<file path="src/logic/tsc_pkg.sv">
// Package of constants and types for the temperature sensor control block
package tsc_pkg;
	// Register pointer values
	localparam logic [7:0] ADDR_CONFIG = 8'h01;
	localparam logic [7:0] ADDR_HIGH = 8'h02;
	localparam logic [7:0] ADDR_LOW = 8'h03;
	localparam logic [7:0] ADDR_CRIT = 8'h04;
	localparam logic [7:0] ADDR_TEMP = 8'h05;
	// Configuration field positions
	localparam int CFG_HYSTERESIS_SELECT_HI = 10;
	localparam int CFG_HYSTERESIS_SELECT_LO = 9;
	localparam int CFG_OFF = 8;
	localparam int CFG_CLOCK = 7;
	localparam int CFG_ALOCK = 6;
	localparam int CFG_CLEAR = 5;
	localparam int CFG_STS = 4;
	localparam int CFG_EN = 3;
	localparam int CFG_CONLY = 2;
	localparam int CFG_POL = 1;
	localparam int CFG_MODE = 0;
	// Temperature register status positions
	localparam int TMP_CRIT = 15;
	localparam int TMP_HIGH = 14;
	localparam int TMP_LOW = 13;
	// Limits keep bits 12..2, temperature 12..0
	localparam logic [12:0] LIMIT_MASK = 13'h1FFC;
	// Supported resolution: 2'b11 is 0.0625 degree
	localparam logic [1:0] RES_CAP = 2'h3;
	// Reset values
	localparam logic [12:0] VAL_RESET = 13'h0000;
	localparam logic [15:0] WORD_RESET = 16'h0000;
	// Hysteresis in 0.0625 degree steps
	localparam logic [6:0] HYSTERESIS_SELECT_NONE = 7'h00;
	localparam logic [6:0] HYSTERESIS_SELECT_1P5 = 7'h18;
	localparam logic [6:0] HYSTERESIS_SELECT_3 = 7'h30;
	localparam logic [6:0] HYSTERESIS_SELECT_6 = 7'h60;

	// Byte assembly states of the write path
	typedef enum logic [3:0] {
		ST_PTR = 4'h1,
		ST_MSB = 4'h2,
		ST_LSB = 4'h4,
		ST_DONE = 4'h8
	} tsc_wr_e;

	// Byte from the serial engine
	typedef struct packed {
		logic start;
		logic valid;
		logic [7:0] data;
	} tsc_byte_s;

	// Two-flop synchroniser plus edge history
	typedef struct packed {
		logic s1;
		logic s2;
		logic s3;
	} tsc_sync_s;

	// Main block state
	typedef struct packed {
		tsc_wr_e wr;
		logic [7:0] ptr;
		logic [7:0] msb;
		logic [1:0] hysteresis_select;
		logic off;
		logic clock;
		logic alock;
		logic en;
		logic conly;
		logic pol;
		logic mode;
		logic [12:0] hi;
		logic [12:0] lo;
		logic [12:0] cr;
		logic [12:0] temp;
		logic hi_trip;
		logic lo_trip;
		logic cr_trip;
		logic win_prev;
		logic latch;
		logic clr_pend;
		logic event_q;
		logic oe;
		logic [15:0] rd_word;
	} tsc_state_s;
endpackage : tsc_pkg

</file>
<file path="src/logic/tsc_sync.sv">
// Two-flop synchroniser with edge detector for the converter toggle
`timescale 1ns/1ps
`default_nettype none
module tsc_sync (
	input wire logic clock_i,
	input wire logic reset_i,
	input wire logic async_i,
	output logic edge_o
);
	import tsc_pkg::*;
	tsc_sync_s q_q;
	tsc_sync_s q_d;

	// First flop feeds only the second; edge looks at later stages
	always_comb begin
		q_d.s1 = async_i;
		q_d.s2 = q_q.s1;
		q_d.s3 = q_q.s2;
	end

	always_ff @(posedge clock_i) begin
		if (reset_i) begin
			q_q <= '0;
		end else begin
			q_q <= q_d;
		end
	end

	// Either direction of the toggle marks a new sample
	assign edge_o = q_q.s2 ^ q_q.s3;
endmodule : tsc_sync
`default_nettype wire

</file>
<file path="src/logic/tsc_limit_cmp.sv">
// Limit comparator with hysteresis on release
`timescale 1ns/1ps
`default_nettype none
module tsc_limit_cmp #(
	parameter bit BELOW = 1'b0
) (
	input wire logic [12:0] value_i,
	input wire logic [12:0] limit_i,
	input wire logic [6:0] hysteresis_select_i,
	input wire logic trip_i,
	output logic trip_o
);
	import tsc_pkg::*;
	logic signed [13:0] v;
	logic signed [13:0] l;
	logic signed [13:0] h;

	// One extra bit keeps limit plus or minus hysteresis from wrapping
	always_comb begin
		v = {value_i[12], value_i};
		l = {limit_i[12], limit_i};
		h = {7'h00, hysteresis_select_i};
		if (BELOW) begin
			trip_o = trip_i ? (v < l + h) : (v < l);
		end else begin
			trip_o = trip_i ? (v > l - h) : (v > l);
		end
	end
endmodule : tsc_limit_cmp
`default_nettype wire

</file>
<file path="src/logic/tsc_ctrl.sv">
// Configuration, limit, temperature registers and alert pin logic
`timescale 1ns/1ps
`default_nettype none
module tsc_ctrl (
	input wire logic clock_i,
	input wire logic reset_i,
	input wire tsc_pkg::tsc_byte_s wr_byte_i,
	output logic [15:0] rd_word_o,
	input wire logic sample_toggle_i,
	input wire logic [12:0] sample_temp_i,
	output logic conv_enable_o,
	input wire logic alert_i,
	output logic alert_o,
	output logic alert_oe_o
);
	import tsc_pkg::*;

	tsc_state_s s_q;
	tsc_state_s s_d;
	logic sample_edge;
	logic [6:0] hysteresis_select_amt;
	logic hi_trip_d;
	logic lo_trip_d;
	logic cr_trip_d;
	logic locked;
	logic commit;
	logic [15:0] wdata;
	logic clear_req;
	logic win_now;
	logic alert_raw;
	logic [12:0] temp_masked;
	logic [15:0] cfg_word;
	logic [15:0] temp_word;

	// Signed compare used by all status bits
	function automatic logic sgt(input logic [12:0] a, input logic [12:0] b);
		sgt = $signed(a) > $signed(b);
	endfunction : sgt

	// Resolution mask for fraction bits
	function automatic logic [12:0] res_mask(input logic [1:0] res);
		case (res)
			2'h0: res_mask = 13'h1FF8;
			2'h1: res_mask = 13'h1FFC;
			2'h2: res_mask = 13'h1FFE;
			default: res_mask = 13'h1FFF;
		endcase
	endfunction : res_mask

	// Converter toggle comes from another domain
	tsc_sync u_sync (
		.clock_i(clock_i),
		.reset_i(reset_i),
		.async_i(sample_toggle_i),
		.edge_o(sample_edge)
	);

	// Hysteresis selector decode
	always_comb begin
		case (s_q.hysteresis_select)
			2'h0: hysteresis_select_amt = HYSTERESIS_SELECT_NONE;
			2'h1: hysteresis_select_amt = HYSTERESIS_SELECT_1P5;
			2'h2: hysteresis_select_amt = HYSTERESIS_SELECT_3;
			default: hysteresis_select_amt = HYSTERESIS_SELECT_6;
		endcase
	end

	// Window and critical comparators run every cycle, so a limit
	// write is seen on the next edge without waiting for a sample
	tsc_limit_cmp #(.BELOW(1'b0)) u_hi (
		.value_i(s_q.temp),
		.limit_i(s_q.hi),
		.hysteresis_select_i(hysteresis_select_amt),
		.trip_i(s_q.hi_trip),
		.trip_o(hi_trip_d)
	);

	tsc_limit_cmp #(.BELOW(1'b1)) u_lo (
		.value_i(s_q.temp),
		.limit_i(s_q.lo),
		.hysteresis_select_i(hysteresis_select_amt),
		.trip_i(s_q.lo_trip),
		.trip_o(lo_trip_d)
	);

	tsc_limit_cmp #(.BELOW(1'b0)) u_cr (
		.value_i(s_q.temp),
		.limit_i(s_q.cr),
		.hysteresis_select_i(hysteresis_select_amt),
		.trip_i(s_q.cr_trip),
		.trip_o(cr_trip_d)
	);

	// Write decode helpers
	always_comb begin
		locked = s_q.clock | s_q.alock;
		commit = wr_byte_i.valid & ~wr_byte_i.start & (s_q.wr == ST_LSB);
		wdata = {s_q.msb, wr_byte_i.data};
		clear_req = commit & (s_q.ptr == ADDR_CONFIG) & wdata[CFG_CLEAR];
		win_now = hi_trip_d | lo_trip_d;
		temp_masked = s_q.temp & res_mask(RES_CAP);
	end

	// Readback words
	always_comb begin
		cfg_word = WORD_RESET;
		cfg_word[CFG_HYSTERESIS_SELECT_HI:CFG_HYSTERESIS_SELECT_LO] = s_q.hysteresis_select;
		cfg_word[CFG_OFF] = s_q.off;
		cfg_word[CFG_CLOCK] = s_q.clock;
		cfg_word[CFG_ALOCK] = s_q.alock;
		cfg_word[CFG_CLEAR] = 1'b0;
		cfg_word[CFG_STS] = s_q.en & s_q.event_q;
		cfg_word[CFG_EN] = s_q.en;
		cfg_word[CFG_CONLY] = s_q.conly;
		cfg_word[CFG_POL] = s_q.pol;
		cfg_word[CFG_MODE] = s_q.mode;
		temp_word = {3'h0, temp_masked};
		temp_word[TMP_CRIT] = ~sgt(s_q.cr, s_q.temp);
		temp_word[TMP_HIGH] = sgt(s_q.temp, s_q.hi);
		temp_word[TMP_LOW] = sgt(s_q.lo, s_q.temp);
	end

	// Raw event before latching, per mode
	always_comb begin
		if (s_q.conly) begin
			alert_raw = cr_trip_d;
		end else if (!s_q.mode) begin
			alert_raw = win_now | cr_trip_d;
		end else begin
			alert_raw = s_q.latch | cr_trip_d;
		end
	end

	// Next-state logic for the whole block
	always_comb begin
		s_d = s_q;

		// Byte assembly: pointer, then MSB, then LSB
		if (wr_byte_i.valid) begin
			if (wr_byte_i.start) begin
				s_d.ptr = wr_byte_i.data;
				s_d.wr = ST_MSB;
			end else begin
				case (s_q.wr)
					ST_PTR: begin
						s_d.ptr = wr_byte_i.data;
						s_d.wr = ST_MSB;
					end
					ST_MSB: begin
						s_d.msb = wr_byte_i.data;
						s_d.wr = ST_LSB;
					end
					ST_LSB: begin
						s_d.wr = ST_DONE;
					end
					default: begin
						s_d.wr = ST_DONE;
					end
				endcase
			end
		end

		// Register writes; locks use the values before this write
		if (commit) begin
			if (s_q.ptr == ADDR_CONFIG) begin
				if (!locked) begin
					s_d.hysteresis_select = wdata[CFG_HYSTERESIS_SELECT_HI:CFG_HYSTERESIS_SELECT_LO];
					s_d.en = wdata[CFG_EN];
					s_d.pol = wdata[CFG_POL];
					s_d.mode = wdata[CFG_MODE];
				end
				// Clearing the off bit is always allowed
				s_d.off = wdata[CFG_OFF] & (s_q.off | ~locked);
				s_d.conly = wdata[CFG_CONLY] & (s_q.conly | ~s_q.alock);
				s_d.clock = s_q.clock | wdata[CFG_CLOCK];
				s_d.alock = s_q.alock | wdata[CFG_ALOCK];
			end else if (s_q.ptr == ADDR_HIGH) begin
				if (!s_q.alock) begin
					s_d.hi = wdata[12:0] & LIMIT_MASK;
				end
			end else if (s_q.ptr == ADDR_LOW) begin
				if (!s_q.alock) begin
					s_d.lo = wdata[12:0] & LIMIT_MASK;
				end
			end else if (s_q.ptr == ADDR_CRIT) begin
				if (!s_q.clock) begin
					s_d.cr = wdata[12:0] & LIMIT_MASK;
				end
			end
		end

		// New samples are dropped while the sensor is off
		if (sample_edge && !s_q.off) begin
			s_d.temp = sample_temp_i;
		end

		// Comparator states with hysteresis
		s_d.hi_trip = hi_trip_d;
		s_d.lo_trip = lo_trip_d;
		s_d.cr_trip = cr_trip_d;
		s_d.win_prev = win_now;

		// Interrupt latch: clear first, so a crossing in the
		// same cycle sets it again and is not lost
		if (s_q.mode && !s_q.conly) begin
			if (clear_req) begin
				if (cr_trip_d) begin
					s_d.clr_pend = 1'b1;
				end else begin
					s_d.latch = 1'b0;
				end
			end else if (s_q.clr_pend && !cr_trip_d) begin
				s_d.latch = 1'b0;
				s_d.clr_pend = 1'b0;
			end
			if (win_now != s_q.win_prev) begin
				s_d.latch = 1'b1;
			end
		end else begin
			// Comparator or critical-only: clears have no effect
			s_d.latch = 1'b0;
			s_d.clr_pend = 1'b0;
		end

		// Alert is frozen during shutdown, except by an interrupt-mode clear below critical
		if (!s_q.off) begin
			s_d.event_q = alert_raw;
		end else if (clear_req && s_q.mode && !s_q.conly && !cr_trip_d) begin
			s_d.event_q = 1'b0;
		end

		// Open-drain pin: enable high pulls the line low
		if (!s_d.en) begin
			s_d.oe = s_d.pol;
		end else begin
			s_d.oe = s_d.pol ^ s_d.event_q;
		end

		// Read word for the current pointer
		if (s_q.ptr == ADDR_CONFIG) begin
			s_d.rd_word = cfg_word;
		end else if (s_q.ptr == ADDR_HIGH) begin
			s_d.rd_word = {3'h0, s_q.hi};
		end else if (s_q.ptr == ADDR_LOW) begin
			s_d.rd_word = {3'h0, s_q.lo};
		end else if (s_q.ptr == ADDR_CRIT) begin
			s_d.rd_word = {3'h0, s_q.cr};
		end else if (s_q.ptr == ADDR_TEMP) begin
			s_d.rd_word = temp_word;
		end else begin
			s_d.rd_word = WORD_RESET;
		end
	end

	// State register; power-on reset clears every field and lock except the write state, which starts at ST_PTR
	always_ff @(posedge clock_i) begin
		if (reset_i) begin
			s_q <= '0;
			s_q.wr <= ST_PTR;
			s_q.hi <= VAL_RESET;
			s_q.lo <= VAL_RESET;
			s_q.cr <= VAL_RESET;
			s_q.temp <= VAL_RESET;
			s_q.rd_word <= WORD_RESET;
		end else begin
			s_q <= s_d;
		end
	end

	// Outputs; the pin itself is only ever pulled low
	assign rd_word_o = s_q.rd_word;
	assign conv_enable_o = ~s_q.off;
	assign alert_o = 1'b0;
	assign alert_oe_o = s_q.oe;

	// The pin level is not sampled; status comes from internal state
	logic unused_alert;
	assign unused_alert = alert_i;
endmodule : tsc_ctrl
`default_nettype wire

</file>
<file path="config.mk">
export PLATFORM = sky130hd
export DESIGN_NAME = tsc_ctrl
export DESIGN_NICKNAME = d
export VERILOG_FILES = /design/src/logic/tsc_pkg.sv /design/src/logic/tsc_sync.sv /design/src/logic/tsc_limit_cmp.sv /design/src/logic/tsc_ctrl.sv
export SDC_FILE = /design/constraint.sdc
export NUM_CORES = 1
export LEC_CHECK = 0
export BUFFER_PORTS_ARGS = -buffer_cell sky130_fd_sc_hd__buf_2
export CAP_MARGIN = 30
export CORE_ASPECT_RATIO = 2
export CORE_MARGIN = 5
export CORE_UTILIZATION = 35
export CTS_CLUSTER_DIAMETER = 80
export CTS_CLUSTER_SIZE = 28
export DETAILED_ROUTE_END_ITERATION = 16
export GPL_TIMING_DRIVEN = 0
export SLEW_MARGIN = 20
export SYNTH_ARGS = -nofsm -noshare
export SYNTH_HDL_FRONTEND = slang
export SYNTH_SLANG_ARGS = --single-unit
</file>
<file path="constraint.sdc">
create_clock -name clock_i -period 4.7 [get_ports clock_i]
set_input_delay 0.47 -clock clock_i [delete_from_list [all_inputs] [get_ports clock_i]]
set_output_delay 0.47 -clock clock_i [all_outputs]
set_load 0.005 [all_outputs]
</file>
# == After elaboration in Yosys (flattened, before gate mapping) ==
# Cells that the tools add are included.
# totals
reg_bits,99
# op_classes
reduce_logical,25
n_eq_ne,13
n_lt_le_gt_ge,9
add_sub_neg,3
muxes,35
n_bitwise,28
# op_table
cell,count
$mux W13,11
$gt A13 B13 Y1,5
$mux W43,1
$mux W39,1
$gt A13 B14 Y1,2
$sub A13 B8 Y14,2
$mux W26,1
$pmux W7 S3,1
$eq A8 B2 Y1 const B,2
$eq A8 B3 Y1 const B,2
$add A13 B8 Y14,1
$lt A13 B14 Y1,1
$lt A13 B13 Y1,1
$mux W1,12
$mux W12,1
$mux W11,1
$not A1 Y1,11
$eq A8 B1 Y1 const B,1
$mux W8,1
$or A1 B1 Y1,8
$pmux W4 S2,1
$reduce_and A2 Y1,4
$and A1 B1 Y1,7
$logic_and A1 B1 Y1,6
21 further kinds,29

# == Longest topological paths before layout ==
# Gate-level depths: netlist (run 1).
# depth
word_depth,12
mapped_depth,21
depth_no_buf,21

# == Cells and area by module ==
# Synthesis (run 1) repeated with hierarchy kept, for this count alone.
# unflattened
cells_unflattened,984
hier_area_um2,8165.3
# modules_own_cells
mod,cells_per_inst,seq_area_each_um2,area_each_um2,n_inst
tsc_ctrl,557,1921.8,4912.2,1
tsc_limit_cmp (u_cr ...),146,0.0,1098.6,2
tsc_limit_cmp (u_lo),128,0.0,968.4,1
tsc_sync,7,60.1,87.6,1

# == Least setup slack after synthesis (run 1) ==
# No wires, ideal clock.
# synth_timing
path_kind,flip-flop to flip-flop
startpoint,register s_q (netlist bit cfg_word[9])
endpoint,register s_q (netlist bit alert_oe_o)
required_ns,4.577
synth_period_minus_slack_ns,4.078
path_buffers,0
path_slack_ns,0.622
arrival_time_ns,3.955
stages_incl_launch_ff,18
setup_time_ns,0.123
path_cell_list,dfxtp_1 inv_1 ha_1 fa_1 nand2b_1 a21boi_0 or4_1 nor3_1 a21oi_1 ha_1 and4_1 nand3_1 a21oi_1 nor4b_1 mux2_2 nand3_1 a31oi_1 mux2_1
# synth_via
elab_chain_cells,12
elab_cells_between_ends,24
cone_classes,3 x add/sub; 3 x order compare; 2 x eq/ne; 9 x mux; 4 x bitwise; 3 x reduce/logical
# synth_lines
element,line_no,source
from (decl),tsc_ctrl.sv:18,tsc_state_s s_q;
$eq A2 B2 Y1 (tied with other cells),tsc_ctrl.sv:60,case (s_q.hysteresis_select)
$pmux W7 S3 (*),tsc_ctrl.sv:60,
$sub A13 B8 Y14 / $add A13 B8 Y14 (equally long branches),"tsc_limit_cmp.sv:26, tsc_limit_cmp.sv:24",
$gt A13 B14 Y1 / $lt A13 B14 Y1 (equally long branches),"tsc_limit_cmp.sv:26, tsc_limit_cmp.sv:24",
$mux W1 (on tied branches),"tsc_limit_cmp.sv:26, tsc_limit_cmp.sv:24",
$or A1 B1 Y1,tsc_ctrl.sv:100,win_now = hi_trip_d | lo_trip_d;
$or A1 B1 Y1,tsc_ctrl.sv:128,alert_raw = win_now | cr_trip_d;
$mux W1,tsc_ctrl.sv:127,end else if (!s_q.mode) begin
$mux W1,tsc_ctrl.sv:125,if (s_q.conly) begin
$mux W1 (*),tsc_ctrl.sv:226,if (!s_q.off) begin
$xor A1 B1 Y1 (*),tsc_ctrl.sv:236,s_d.oe = s_d.pol ^ s_d.event_q;
$mux W1 (*),tsc_ctrl.sv:233,if (!s_d.en) begin
# Mark *: on every way between the ends. The rest lies on a longest branch, timed or not.
# A chain may end at the register's enable or synchronous reset.

# == Worst setup path after layout (run 1) ==
# layout_timing
startpoint,register s_q (netlist bit cfg_word[10])
endpoint,register s_q (netlist bit alert_oe_o)
# Same word-level chain as after synthesis.

==> results of run 1 <==
==> routing by layer <==
metal  wire, µm  vias to the layer above
met5          0                        -
met4       2020                        0
met3        652                       84
met2      10600                      171
met1       6850                     2576
li1           -                     2702
==> stage by stage <==
stage | area, µm² | TNS [ns]
global placement | 6740 | -0.566
detailed placement | 6740 | -0.612
floorplan | 6260 | 0
CTS | 7100 | 0
finish | 7150 | 0
global route | 7150 | -0.0306
==> area by class of cell <==
type                    instances  area [µm²]
well taps                     213         267
inverters                      51         191
fillers                      1822       10600
multi-input cells             554        3950
plain buffers                  43         228
flip-flops and latches         99        1980
clock inverters                 7        82.6
clock buffers                   9         225
repair buffers                 43         215
==> synthesized netlist by cell type, types with 2 or more instances <==
cell type  count
xor2_1         3
clkbuf_1      23
nand3_1       20
a221oi_1       2
o41ai_1        2
fa_1           3
dfxtp_1       99
xnor2_1       26
nand2b_1       8
nand2_1       64
nor2_1        95
nor4_1         3
and3_1         3
nor2b_1       13
or4_1          2
nor4b_1        4
o22ai_1        2
and4_1         3
a211oi_1      10
ha_1          78
o21ai_0       31
a31oi_1        2
mux2_2         6
nand4_1        8
a21boi_0       2
a32oi_1        2
o211ai_1       2
a222oi_1      11
inv_1         50
nor3_1        14
mux2i_1       37
a21o_1         7
or3_1          3
buf_4         17
buf_2          2
a21oi_1       60
or2_2          2
and2_1         2
nand3b_1       4
==> cell usage in the layout, fill, tap and decap left out, types with 23 or more instances in the layout <==
cell type	Yosys	routed
inv_1	50	50
clkbuf_1	23	23
mux2i_1	37	37
dfxtp_1	99	98
o21ai_0	31	29
buf_2	2	45
a21oi_1	60	59
nor2_1	95	94
ha_1	78	76
nand2_1	64	64
xnor2_1	26	26
==> cells by family (layout without fill, tap and decap cells) <==
group | count (synthesis) | count (layout)
flip-flops | 99 | 99
other | 1 | 1
AND/OR/NAND/NOR | 257 | 257
buffers and inverters | 94 | 153
AO/OA/AOI/OAI | 141 | 141
adder cells (fa/ha/maj) | 82 | 82
multiplexers | 44 | 44
XOR/XNOR | 29 | 29
==> path summary, 6_finish.rpt <==
kind	from	to	cells after the start
worst max register to register	cfg_word[10]	alert_oe_o	19
worst min-delay path	sample_toggle_i	u_sync.q_d[1]	2
worst max-delay path	cfg_word[10]	alert_oe_o	19
worst min register to register	u_sync.q_d[1]	u_sync.q_d[0]	1
==> critical path, delay by kind of cell (launching register included) <==
family	cells	cell delay (ns)
AOI/OAI and AO/OA	4	0.42
adders and majority gates	4	1.06
buffers and inverters	2	0.19
DFF	1	0.38
muxes	2	0.75
and+or+nand+nor	7	1.57
==> flip-flops by register name (all words and copies together) (netlist names) <==
name / count
cfg_word: 9
u_sync.q_q: 1
rd_word_o: 16
temp_masked: 13
s_q: 57
alert_oe_o: 1
u_sync.q_d: 2
==> power groups by stage <==
stage          Combinational [mW]  Clock, mW  Sequential [mW]
2_1_floorplan               0.205          0            0.900
3_3_place_gp                0.295          0            0.916
3_5_place_dp                0.299          0            0.916
4_1_cts                     0.308      0.787            0.896
5_1_grt                     0.347      0.813            0.899
6_report                    0.314      0.772            0.897
==> timing repair <==
action	CTS	global route
hold endpoints to repair	0	0
pin swaps	0	2
setup buffers	0	0
endpoints found under the setup margin	3	3
resized for setup	12	10
==> results by group, run 1 <==
Critical path
  – Critical path class: reg -> reg
  – CP Cell Sequence: inv_1 -> ha_4 -> ha_1 -> inv_1 -> fa_1 -> nand2b_1 -> a21boi_0 -> or4_4 -> nor3_4 -> a21oi_1 -> ha_1 -> and4_1 -> nand3_2 -> a21oi_2 -> nor4b_2 -> mux2_4 -> nand3_1 -> a31oi_1 -> mux2_1
  – Worst path required time: 4.93 ns
  – FF-to-FF setup slack: 0.19 ns
  – CP Capture Type: flip-flop
  – Critical path data arrival time: 4.74 ns
  – Slowest stage delay, CP: 0.47 ns
  – Slowest CP cell: or4_4
  – Worst Setup Start Kind: flip-flop
  – Max Fanout on Critical Path: 5

Synth
  – Register area share after synthesis: 0.317
  – Post-Syn Area: 6260 µm²
  – Post-Synth Simple-Gate Area: 0.197
  – Yosys top cell area share: 0.317
  – Yosys reg bits: 99
  – Main combinational cell family by area after synthesis: simple AND/OR/NAND/NOR gates
  – Syn nets: 855
  – Synth unique cells: 61
  – Mux share of post-synthesis cell area: 0.0718
  – XOR/XNOR share of the synthesized area: 0.0406
  – Area leader, netlist: dfxtp_1
  – Top_reg_cell synth: dfxtp_1
  – Syn Inst Count: 747
  – Ys async rst share: 0
  – Post-synth EDFFs: 0
  – Syn_area_per_cell: 8.38 µm²
  – Yosys warns: 0
  – Complex-gate fraction of the synthesized area: 0.140
  – Adder-cell share of the synthesized area: 0.167
  – Synth area leaders: dfxtp_1 32%, ha_1 16%, mux2i_1 5.9%

Power and ir drop
  – Pwr dens: 277 nW/µm²
  – Worst vdd ir: 191 µV
  – Switch share: 0.287
  – Pwr Total: 1.98 mW
  – Leak Pwr: 3.06 nW
  – Comb power frac: 0.159
  – Sw power: 568 µW
  – Part of the power in registers: 0.452
  – Internal power: 1.41 mW
  – Clock share of power: 0.389

STA
  – Clock skew: 0.0130 ns
  – WHS: 0.323 ns
  – Slew margin rel.: 0.506
  – Max Clk Rate: 222 MHz
  – Fin worst setup slack: 0.193 ns
  – Worst Tran Pin Value: 0.735 ns
  – Final period util: 0.959
  – Tmin final: 4.51 ns
  – Hold Vio Cnt, Final: 0
  – Slew Viols, Final: 0
  – Setup violations, final: 0

Floorplanning
  – Ports: 46
  – Cell Rows: 69
  – Die Width: 105 µm
  – Die ar.: 20800 µm²
  – Initial Util: 0.354
  – Core area: 17700 µm²
  – DIE HEIGHT: 199 µm

Final layout
  – Layout Nets: 909
  – Non-Filler Instances: 1019
  – Area Overhead vs Synth: 14.2%
  – # diodes: 0
  – Finished Core Util: 0.404
  – Share of post-route cells with drive strength above 1: 0.135

Placed design
  – IO buf count: 43
  – Final Wtd Congestion: 0.951
  – Cells after DPL: 1003
  – Dpl ws: -0.300 ns
  – Post-detail-place hpwl: 16.3 mm

CTS
  – Clk buf depth: 2
  – TritonCTS clock tree: built
  – Hold Buf Count CTS: 0
  – Depth of the CTS H-tree: 3
  – Sink Count: 99
  – Clock Latency Late Sink: 0.36 ns
  – Total CTS buffers: 9
  – CTS root buffer: clkbuf_16
  – Worst-path clk slew: 0.08 ns

Global route
  – First-pass GRT wire length: 30.7 mm
  – Met2 Use GR: 0.368
  – Gr busiest metal: met2
  – Pin count of the biggest net entering global routing: 19
  – Total track usage: 0.196
  – Initial antenna violation count: 0
  – Grt met1 use: 0.180
  – Met3 Track Usage GR: 0.0278
  – Grt total ovfl: 0
  – Vias in the first global route: 5657

Route
  – WL final: 20.2 mm
  – WL per Instance: 19.8 µm
  – Post-route ant nets: 0
  – Via count: 5533
  – Total iterations of the first detailed-routing run: 7
  – DRT iter0 DRCs: 370
  – Via density per instance: 5.43
  – DRC errors left: 0

Run
  – Max cap viols: 0

Run status
  – Outcome: complete, no violations

Hold path
  – Tightest Hold Check Type: in -> reg
Note: power is estimated with default switching activity, not from simulation.
==> inputs of run 2 (changes only) <==
--- a/config.mk
+++ b/config.mk
@@ -7,13 +7,15 @@
 export LEC_CHECK = 0
 export BUFFER_PORTS_ARGS = -buffer_cell sky130_fd_sc_hd__buf_2
 export CAP_MARGIN = 30
-export CORE_ASPECT_RATIO = 2
+export CORE_ASPECT_RATIO = 1.1
 export CORE_MARGIN = 5
 export CORE_UTILIZATION = 35
 export CTS_CLUSTER_DIAMETER = 80
 export CTS_CLUSTER_SIZE = 28
 export DETAILED_ROUTE_END_ITERATION = 16
 export GPL_TIMING_DRIVEN = 0
+export RECOVER_POWER = 50
+export SETUP_SLACK_MARGIN = 0.05
 export SLEW_MARGIN = 20
 export SYNTH_ARGS = -nofsm -noshare
 export SYNTH_HDL_FRONTEND = slang
==> run 2 against run 1 <==
Via count decreased by 1.7%. Die area down 0.76%. Final cell count grew 2.5%. Wire length down 7.6%. Clock power decreased by 9.1%. Fmax increased by 2.7%. Global-route usage decreased by 1.1 points. Critical path depth is the same. First-iteration DRC count grew 22%. Register-to-register slack gained 0.12 ns. Worst setup slack improved by 0.12 ns. Non-clock buffer count did not move. Critical endpoint unchanged. Largest cell class unchanged. Largest power group unchanged. Highest routed layer unchanged.
==> results by group, run 2 (synthesis results as in run 1) <==
Power and ir drop
  – Clock share of power: 0.368 (-0.021)
  – Leak Pwr: 2.99 nW (-2.2%)
  – Pwr dens: 269 nW/µm² (-3.0%)
  – Pwr Total: 1.91 mW (-3.8%)
  – Comb power frac: 0.162 (+0.003)
  – Part of the power in registers: 0.469 (+0.017)
  – Sw power: 555 µW (-2.4%)
  – Internal power: 1.35 mW (-4.3%)
  – Worst vdd ir: 165 µV (-14%)
  – Switch share: 0.291 (+0.00409)

STA
  – Slew margin rel.: 0.221 (-0.286)
  – Final period util: 0.934 (-0.0249)
  – Max Clk Rate: 228 MHz (+2.7%)
  – RSZ-0062 raised after global routing: false
  – Setup violations, final: 0 (unchanged)
  – WHS: 0.322 ns (-0.000853 ns)
  – Worst Tran Pin Value: 1.16 ns (+0.421 ns)
  – Hold Vio Cnt, Final: 0 (unchanged)
  – Slew Viols, Final: 0 (unchanged)
  – Tmin final: 4.39 ns (-0.117 ns)
  – Clock skew: 0.0185 ns (+0.00556 ns)

Critical path
  – R2r worst-path depth: 19 (unchanged)
  – Critical path class: reg -> reg
  – Worst Setup Start Kind: flip-flop
  – Worst path required time: 4.94 ns (about the same)
  – Worst path bufs/invs: 2 (unchanged)
  – R2r endpoint: alert_oe_o
  – Reg-to-reg critical path startpoint: cfg_word[10]
  – Critical path data arrival time: 4.63 ns (-0.11 ns)
  – Slowest CP cell: or4_4
  – Slowest stage delay, CP: 0.47 ns (about the same)
  – Max Fanout on Critical Path: 5 (unchanged)
  – CP Cell Sequence: inv_1 -> ha_2 -> ha_1 -> inv_1 -> fa_1 -> nand2b_1 -> a21boi_0 -> or4_4 -> nor3_4 -> a21oi_1 -> ha_1 -> and4_1 -> a221oi_1 -> o21ai_0 -> mux2i_1 -> o22ai_2 -> o21ai_2 -> a31oi_2 -> mux2_1
  – CP delay by family, top: compound AO/OA/AOI/OAI gates
  – FF-to-FF setup slack: 0.31 ns (+0.12 ns)
  – CP Capture Type: flip-flop

Final layout
  – Largest Register: s_q
  – # diodes: 0 (unchanged)
  – FF/Latch Area: 1980 µm² (unchanged)
  – Final Instance Area: 7090 µm² (-0.82%)
  – Multi-input logic area: 3910 µm² (-1.1%)
  – Max FFs per register: 57 (unchanged)
  – Share of post-route cells with drive strength above 1: 0.118 (-0.0174)
  – Finished Core Util: 0.401 (-0.00281)
  – Area Overhead vs Synth: 13.2%
  – Fillers: 1903 (+4.4%)
  – Most frequent cells in the layout: 98 x dfxtp_1, 95 x nor2_1, 76 x ha_1, 64 x nand2_1, 58 x a21oi_1
  – Non-Filler Instances: 1044 (+2.5%)
  – Layout Nets: 909 (unchanged)
  – Most common cell after layout, fill and taps aside: dfxtp_1

Global route
  – Vias in the first global route: 5170 (-8.6%)
  – Initial antenna violation count: 0 (unchanged)
  – First-pass GRT wire length: 28.8 mm (-6.4%)
  – Grt total ovfl: 0 (unchanged)
  – Pin count of the biggest net entering global routing: 17 (-2)
  – Total track usage: 0.185 (-0.0108)

CTS
  – Post-CTS Setup Inserts: 0 (unchanged)
  – TritonCTS clock tree: built
  – Clk buf depth: 2 (unchanged)
  – Clock Latency Late Sink: 0.36 ns (about the same)
  – Worst-path clk slew: 0.07 ns (about the same)
  – CTS root buffer: clkbuf_16
  – Sink Count: 99 (unchanged)
  – Depth of the CTS H-tree: 3 (unchanged)
  – Total CTS buffers: 9 (unchanged)

Route
  – DRT iter0 DRCs: 452 (+22%)
  – Post-route ant nets: 0 (unchanged)
  – WL per Instance: 17.8 µm (-9.8%)
  – Via count: 5440 (-1.7%)
  – Via density per instance: 5.21 (-4.0%)
  – DRC errors left: 0 (unchanged)
  – Total iterations of the first detailed-routing run: 5 (-2)
  – WL final: 18.6 mm (-7.6%)

Floorplanning
  – DIE HEIGHT: 150 µm (-25%)
  – Die Width: 138 µm (+32%)
  – Ports: 46 (unchanged)
  – Initial Util: 0.354 (+0.000451)
  – Cell Rows: 51 (-26%)
  – Core area: 17700 µm² (-0.13%)
  – Die ar.: 20700 µm² (-0.76%)

Hold path
  – Tightest Hold Check Type: in -> reg
  – Worst Hold Depth: 2 (unchanged)
  – WHS Endpoint: u_sync.q_d[1]
  – Hold path start: sample_toggle_i

Placed design
  – Final Wtd Congestion: 0.904 (-4.9%)
  – Placed cell area: 6770 µm² (+0.46%)
  – Cells after DPL: 1028 (+2.5%)
  – IO buf count: 43 (unchanged)
  – Post-detail-place hpwl: 14.5 mm (-11%)

Run
  – Max cap viols: 0 (unchanged)

Run status
  – Outcome: complete, no violations
[run 2: cell types whose count changed in the layout (fill, tap and decap cells not counted), moves of 2 or more]
cell	delta
ha_2	+2
buf_4	-9
o21ai_0	+2
clkbuf_1	+12
buf_2	-10
ha_4	-2
clkbuf_4	+9
inv_8	-2
clkinv_4	+3
nor3b_1	+2
o21ai_1	-2
[run 2: worst reg2reg max path: cells and delay by family (launching register included)]
kind | cells | cell delay, ns
multiplexers | 2 | 0.54
AO/OA/AOI/OAI | 7 | 1.16
adder cells (fa/ha/maj) | 4 | 1.14
buffers and inverters | 2 | 0.15
AND/OR/NAND/NOR | 4 | 0.96
flip-flops | 1 | 0.36
[run 2: cell type report]
type | count | share of cell area
Buffer | 43 | 0.0321
Sequential cell | 99 | 0.280
Multi-Input combinational cell | 554 | 0.552
Clock buffer | 11 | 0.0328
Inverter | 51 | 0.0270
Timing Repair Buffer | 43 | 0.0286
Clock inverter | 5 | 0.00565
Tap cell | 238 | 0.0420
[run 2: timing repair]
action / 4_1_cts / 5_1_grt
cloned: 0 / 0
gates resized for setup: 5 / 14
hold buffers: 0 / 0
endpoints found under the setup margin: 3 / 3
pin swaps: 0 / 1
[run 2: through the flow]
stage	setup WS, ns	TNS (ns)
floorplan	0.622	0
global placement	-0.103	-0.103
detailed placement	-0.165	-0.183
CTS	0.0532	0
global route	0.0711	0
finish	0.310	0
[run 2: how the worst max path moves through the flow]
stage	start	to	slack (ns)	cells past startpoint
6_report	cfg_word[10]	alert_oe_o	0.31	19
4_1_cts	cfg_word[9]	alert_oe_o	0.05	17
3_5_place_dp	cfg_word[9]	alert_oe_o	-0.16	17
5_1_grt	cfg_word[10]	alert_oe_o	0.07	19
2_1_floorplan	cfg_word[9]	alert_oe_o	0.62	17
3_3_place_gp	cfg_word[9]	alert_oe_o	-0.10	17
[run 2: per-layer routing]
layer  wire (µm)  track usage  part of all wire  vias to the layer above
met5           0            0                 0                        -
met4         467       0.0659             0.025                        0
met3        1080       0.0284             0.058                       26
met2        8320        0.290              0.45                      147
met1        8770        0.257              0.47                     2558
li1            -            -                 -                     2709
[run 2: power groups by stage]
stage	sequential (mW)	clock [mW]	combinational, mW
finish	0.896	0.702	0.310
global route	0.899	0.752	0.342
CTS	0.896	0.720	0.301
detailed placement	0.915	0	0.293
global placement	0.915	0	0.292
floorplan	0.900	0	0.205
==> inputs of run 3 (changes only) <==
--- a/config.mk
+++ b/config.mk
@@ -19,4 +19,5 @@
 export SLEW_MARGIN = 20
 export SYNTH_ARGS = -nofsm -noshare
 export SYNTH_HDL_FRONTEND = slang
+export SYNTH_HIERARCHICAL = 1
 export SYNTH_SLANG_ARGS = --single-unit
==> run 3 against run 2 <==
Sequential power increased by 2%. Clock-buffer cell count decreased by 1. Hold slack improved by 0.0060 ns. Non-clock buffer count decreased by 1. Highest routed layer unchanged. Sequential cell count unchanged. Combinational power increased by 55%. Total power increased by 11%. Via count increased by 33%. Clock skew decreased by 0.0088 ns.
==> results by group, run 3 <==
STA
  – Final period util: 0.965 (+0.0310)
  – WHS: 0.328 ns (+0.00595 ns)
  – Setup violations, final: 0 (unchanged)
  – Tmin final: 4.54 ns (+0.146 ns)
  – Fin worst setup slack: 0.165 ns (-0.146 ns)
  – Clock skew: 0.00973 ns (-0.00881 ns)
  – Slew Viols, Final: 0 (unchanged)
  – RSZ-0062 raised after global routing: true
  – Hold Vio Cnt, Final: 0 (unchanged)
  – Worst Tran Pin Value: 0.735 ns (-0.422 ns)
  – Slew margin rel.: 0.509 (+0.289)
  – Max Clk Rate: 220 MHz (-3.2%)
  – Sum Neg Setup Slack: 0 ns (unchanged)

Final layout
  – # diodes: 0 (unchanged)
  – Layout Nets: 1230 (+35%)
  – Share of post-route cells with drive strength above 1: 0.0973 (-0.0206)
  – Most frequent cells in the layout: 135 x ha_1, 106 x nor2_1, 102 x inv_1, 97 x dfxtp_1, 75 x a21oi_1
  – Largest Register: s_q
  – Finished Core Util: 0.403 (+0.00189)
  – Max FFs per register: 57 (unchanged)
  – Area Overhead vs Synth: 13.1% (about the same)
  – Non-Filler Instances: 1369 (+31%)
  – Most common cell after layout, fill and taps aside: ha_1
  – Final Instance Area: 9240 µm² (+30%)

Route
  – WL per Instance: 17.3 µm (-3.2%)
  – Via count: 7260 (+33%)
  – DRC errors left: 0 (unchanged)
  – DRT iter0 DRCs: 532 (+18%)
  – Total iterations of the first detailed-routing run: 5 (unchanged)
  – Post-route ant nets: 0 (unchanged)
  – Via density per instance: 5.30 (+1.8%)
  – WL final: 23.6 mm (+27%)

Global route
  – Vias in the first global route: 6837 (+32%)
  – Grt total ovfl: 0 (unchanged)
  – Total track usage: 0.178 (-0.00757)
  – Pin count of the biggest net entering global routing: 19 (+2)
  – First-pass GRT wire length: 37.2 mm (+29%)
  – Initial antenna violation count: 0 (unchanged)

Placed design
  – Dpl ws: -0.460 ns (-0.295 ns)
  – Cells after DPL: 1352 (+32%)
  – Placed cell area: 8860 µm² (+31%)
  – Final Wtd Congestion: 0.864 (-4.4%)
  – Post-detail-place hpwl: 18.4 mm (+27%)
  – IO buf count: 43 (unchanged)

Synth
  – Synth area leaders: dfxtp_1 24%, ha_1 21%, mux2i_1 6.3%
  – Register area share after synthesis: 0.243 (-0.0740)
  – Syn Inst Count: 984 (+32%)
  – Post-synth EDFFs: 0 (unchanged)
  – Ys async rst share: 0 (unchanged)
  – Area leader, netlist: dfxtp_1
  – Post-Syn Area: 8170 µm² (+30%)
  – Top_reg_cell synth: dfxtp_1
  – Yosys warns: 6 (+6)
  – Yosys reg bits: 99 (unchanged)
  – Syn_area_per_cell: 8.30 µm² (-0.96%)
  – Count leader, synth: ha_1
  – Post-synth top cells: 136 x ha_1, 106 x nor2_1, 102 x inv_1
  – Yosys top cell area share: 0.243 (-0.0740)
  – Synth unique cells: 70 (+15%)

Floorplanning
  – Initial Util: 0.356 (+0.00199)
  – Die ar.: 26500 µm² (+28%)
  – Cell Rows: 58 (+14%)
  – Die Width: 156 µm (+13%)
  – Ports: 46 (unchanged)
  – DIE HEIGHT: 170 µm (+13%)
  – Core area: 22900 µm² (+30%)

Run
  – Max cap viols: 0 (unchanged)

Critical path
  – FF-to-FF setup slack: 0.16 ns (-0.15 ns)
  – Worst path required time: 4.93 ns (about the same)
  – Slowest stage delay, CP: 0.55 ns (+0.08 ns)
  – Worst setup endpoint: alert_oe_o
  – Critical path class: reg -> reg
  – CP Capture Type: flip-flop
  – Critical path data arrival time: 4.77 ns (+0.14 ns)
  – Worst Setup Start Kind: flip-flop
  – Crit path launch: cfg_word[9]
  – Most used cell, CP: inv_1
  – CP Cell Sequence: inv_1 -> ha_1 -> inv_1 -> inv_1 -> ha_4 -> and3_1 -> a21oi_1 -> nand4_1 -> a21oi_2 -> a21oi_1 -> ha_1 -> nand4_1 -> a211o_1 -> a31oi_2 -> a2111o_1 -> o311ai_4 -> or4b_4 -> nor4_4 -> a211oi_2 -> mux2i_1
  – Slowest CP cell: or4b_4
  – Max Fanout on Critical Path: 6 (+1)
  – R2r endpoint: alert_oe_o
  – R2r worst-path depth: 20 (+1)
  – Reg-to-reg critical path startpoint: cfg_word[9]

Power and ir drop
  – Pwr dens: 228 nW/µm² (-15%)
  – Worst vdd ir: 259 µV (+57%)
  – Pwr Total: 2.11 mW (+11%)
  – Leak Pwr: 4.16 nW (+39%)

CTS
  – CTS root buffer: clkbuf_16
  – Sink Count: 99 (unchanged)
  – Worst-path clk slew: 0.08 ns (about the same)
  – TritonCTS clock tree: built
  – Total CTS buffers: 9 (unchanged)
  – Clk buf depth: 2 (unchanged)
  – Hold Buf Count CTS: 0 (unchanged)
  – Clock Latency Late Sink: 0.35 ns (about the same)
  – Depth of the CTS H-tree: 3 (unchanged)

Run status
  – Outcome: complete, no violations

Hold path
  – Tightest Hold Check Type: in -> reg
==> run 3: kinds of logic after synthesis <==
family	share of synthesized area
compound gates	0.192
xor+xnor	0.0322
fa+ha+maj	0.217
buf+inv	0.0771
flops	0.243
mux	0.0625
other cells	0.000459
simple gates	0.176
==> run 3: layout make-up <==
cell class / count / area, µm²
sequential: 99 / 1990
clock buffer: 10 / 229
buffer: 41 / 245
clock inverter: 6 / 60.1
tap: 300 / 375
timing repair buffer: 44 / 211
fill: 2388 / 13700
multi-input combinational: 767 / 5750
inverter: 102 / 383
==> run 3: worst min-delay path by stage <==
stage	startpoint	to	slack, ns	cells after the start
4_1_cts	reset_i	u_sync/q_q[0]	0.31	2
2_1_floorplan	u_sync/q_d[1]	u_sync/q_d[0]	0.41	1
3_5_place_dp	u_sync/q_d[1]	u_sync/q_d[0]	0.43	1
3_3_place_gp	u_sync/q_d[1]	u_sync/q_d[0]	0.42	1
5_1_grt	sample_toggle_i	u_sync/q_d[1]	0.33	2
6_report	sample_toggle_i	u_sync/q_d[1]	0.33	2
==> run 3: report_power, final <==
part           switching, mW  total, mW  leakage (nW)  internal, mW
Combinational          0.268      0.481          3.21         0.212
Sequential            0.0451      0.910         0.804         0.865
Clock                  0.348      0.719         0.140         0.371
==> run 3: repair_timing <==
item / CTS / global route
pin swaps: 5 / 4
buffers inserted: 1 / 0
gates resized for setup: 14 / 2
gates cloned: 0 / 0
setup endpoints to repair: 2 / 3
==> run 3: worst max-delay path, delay by kind of cell (launching register included) <==
| kind | cells | cell delay, ns |
|---|---|---|
| AO/OA/AOI/OAI | 8 | 1.43 |
| flip-flops | 1 | 0.39 |
| multiplexers | 1 | 0.14 |
| adder cells (fa/ha/maj) | 3 | 0.86 |
| buffers and inverters | 3 | 0.27 |
| AND/OR/NAND/NOR | 5 | 1.31 |
==> run 3: metal layers <==
metal  GRT usage  up-vias  share of wire
met5           0        -              0
met4      0.0700        0          0.042
met3      0.0191       54          0.036
met2       0.294      167           0.46
met1       0.237     3408           0.46
li1            -     3631              -
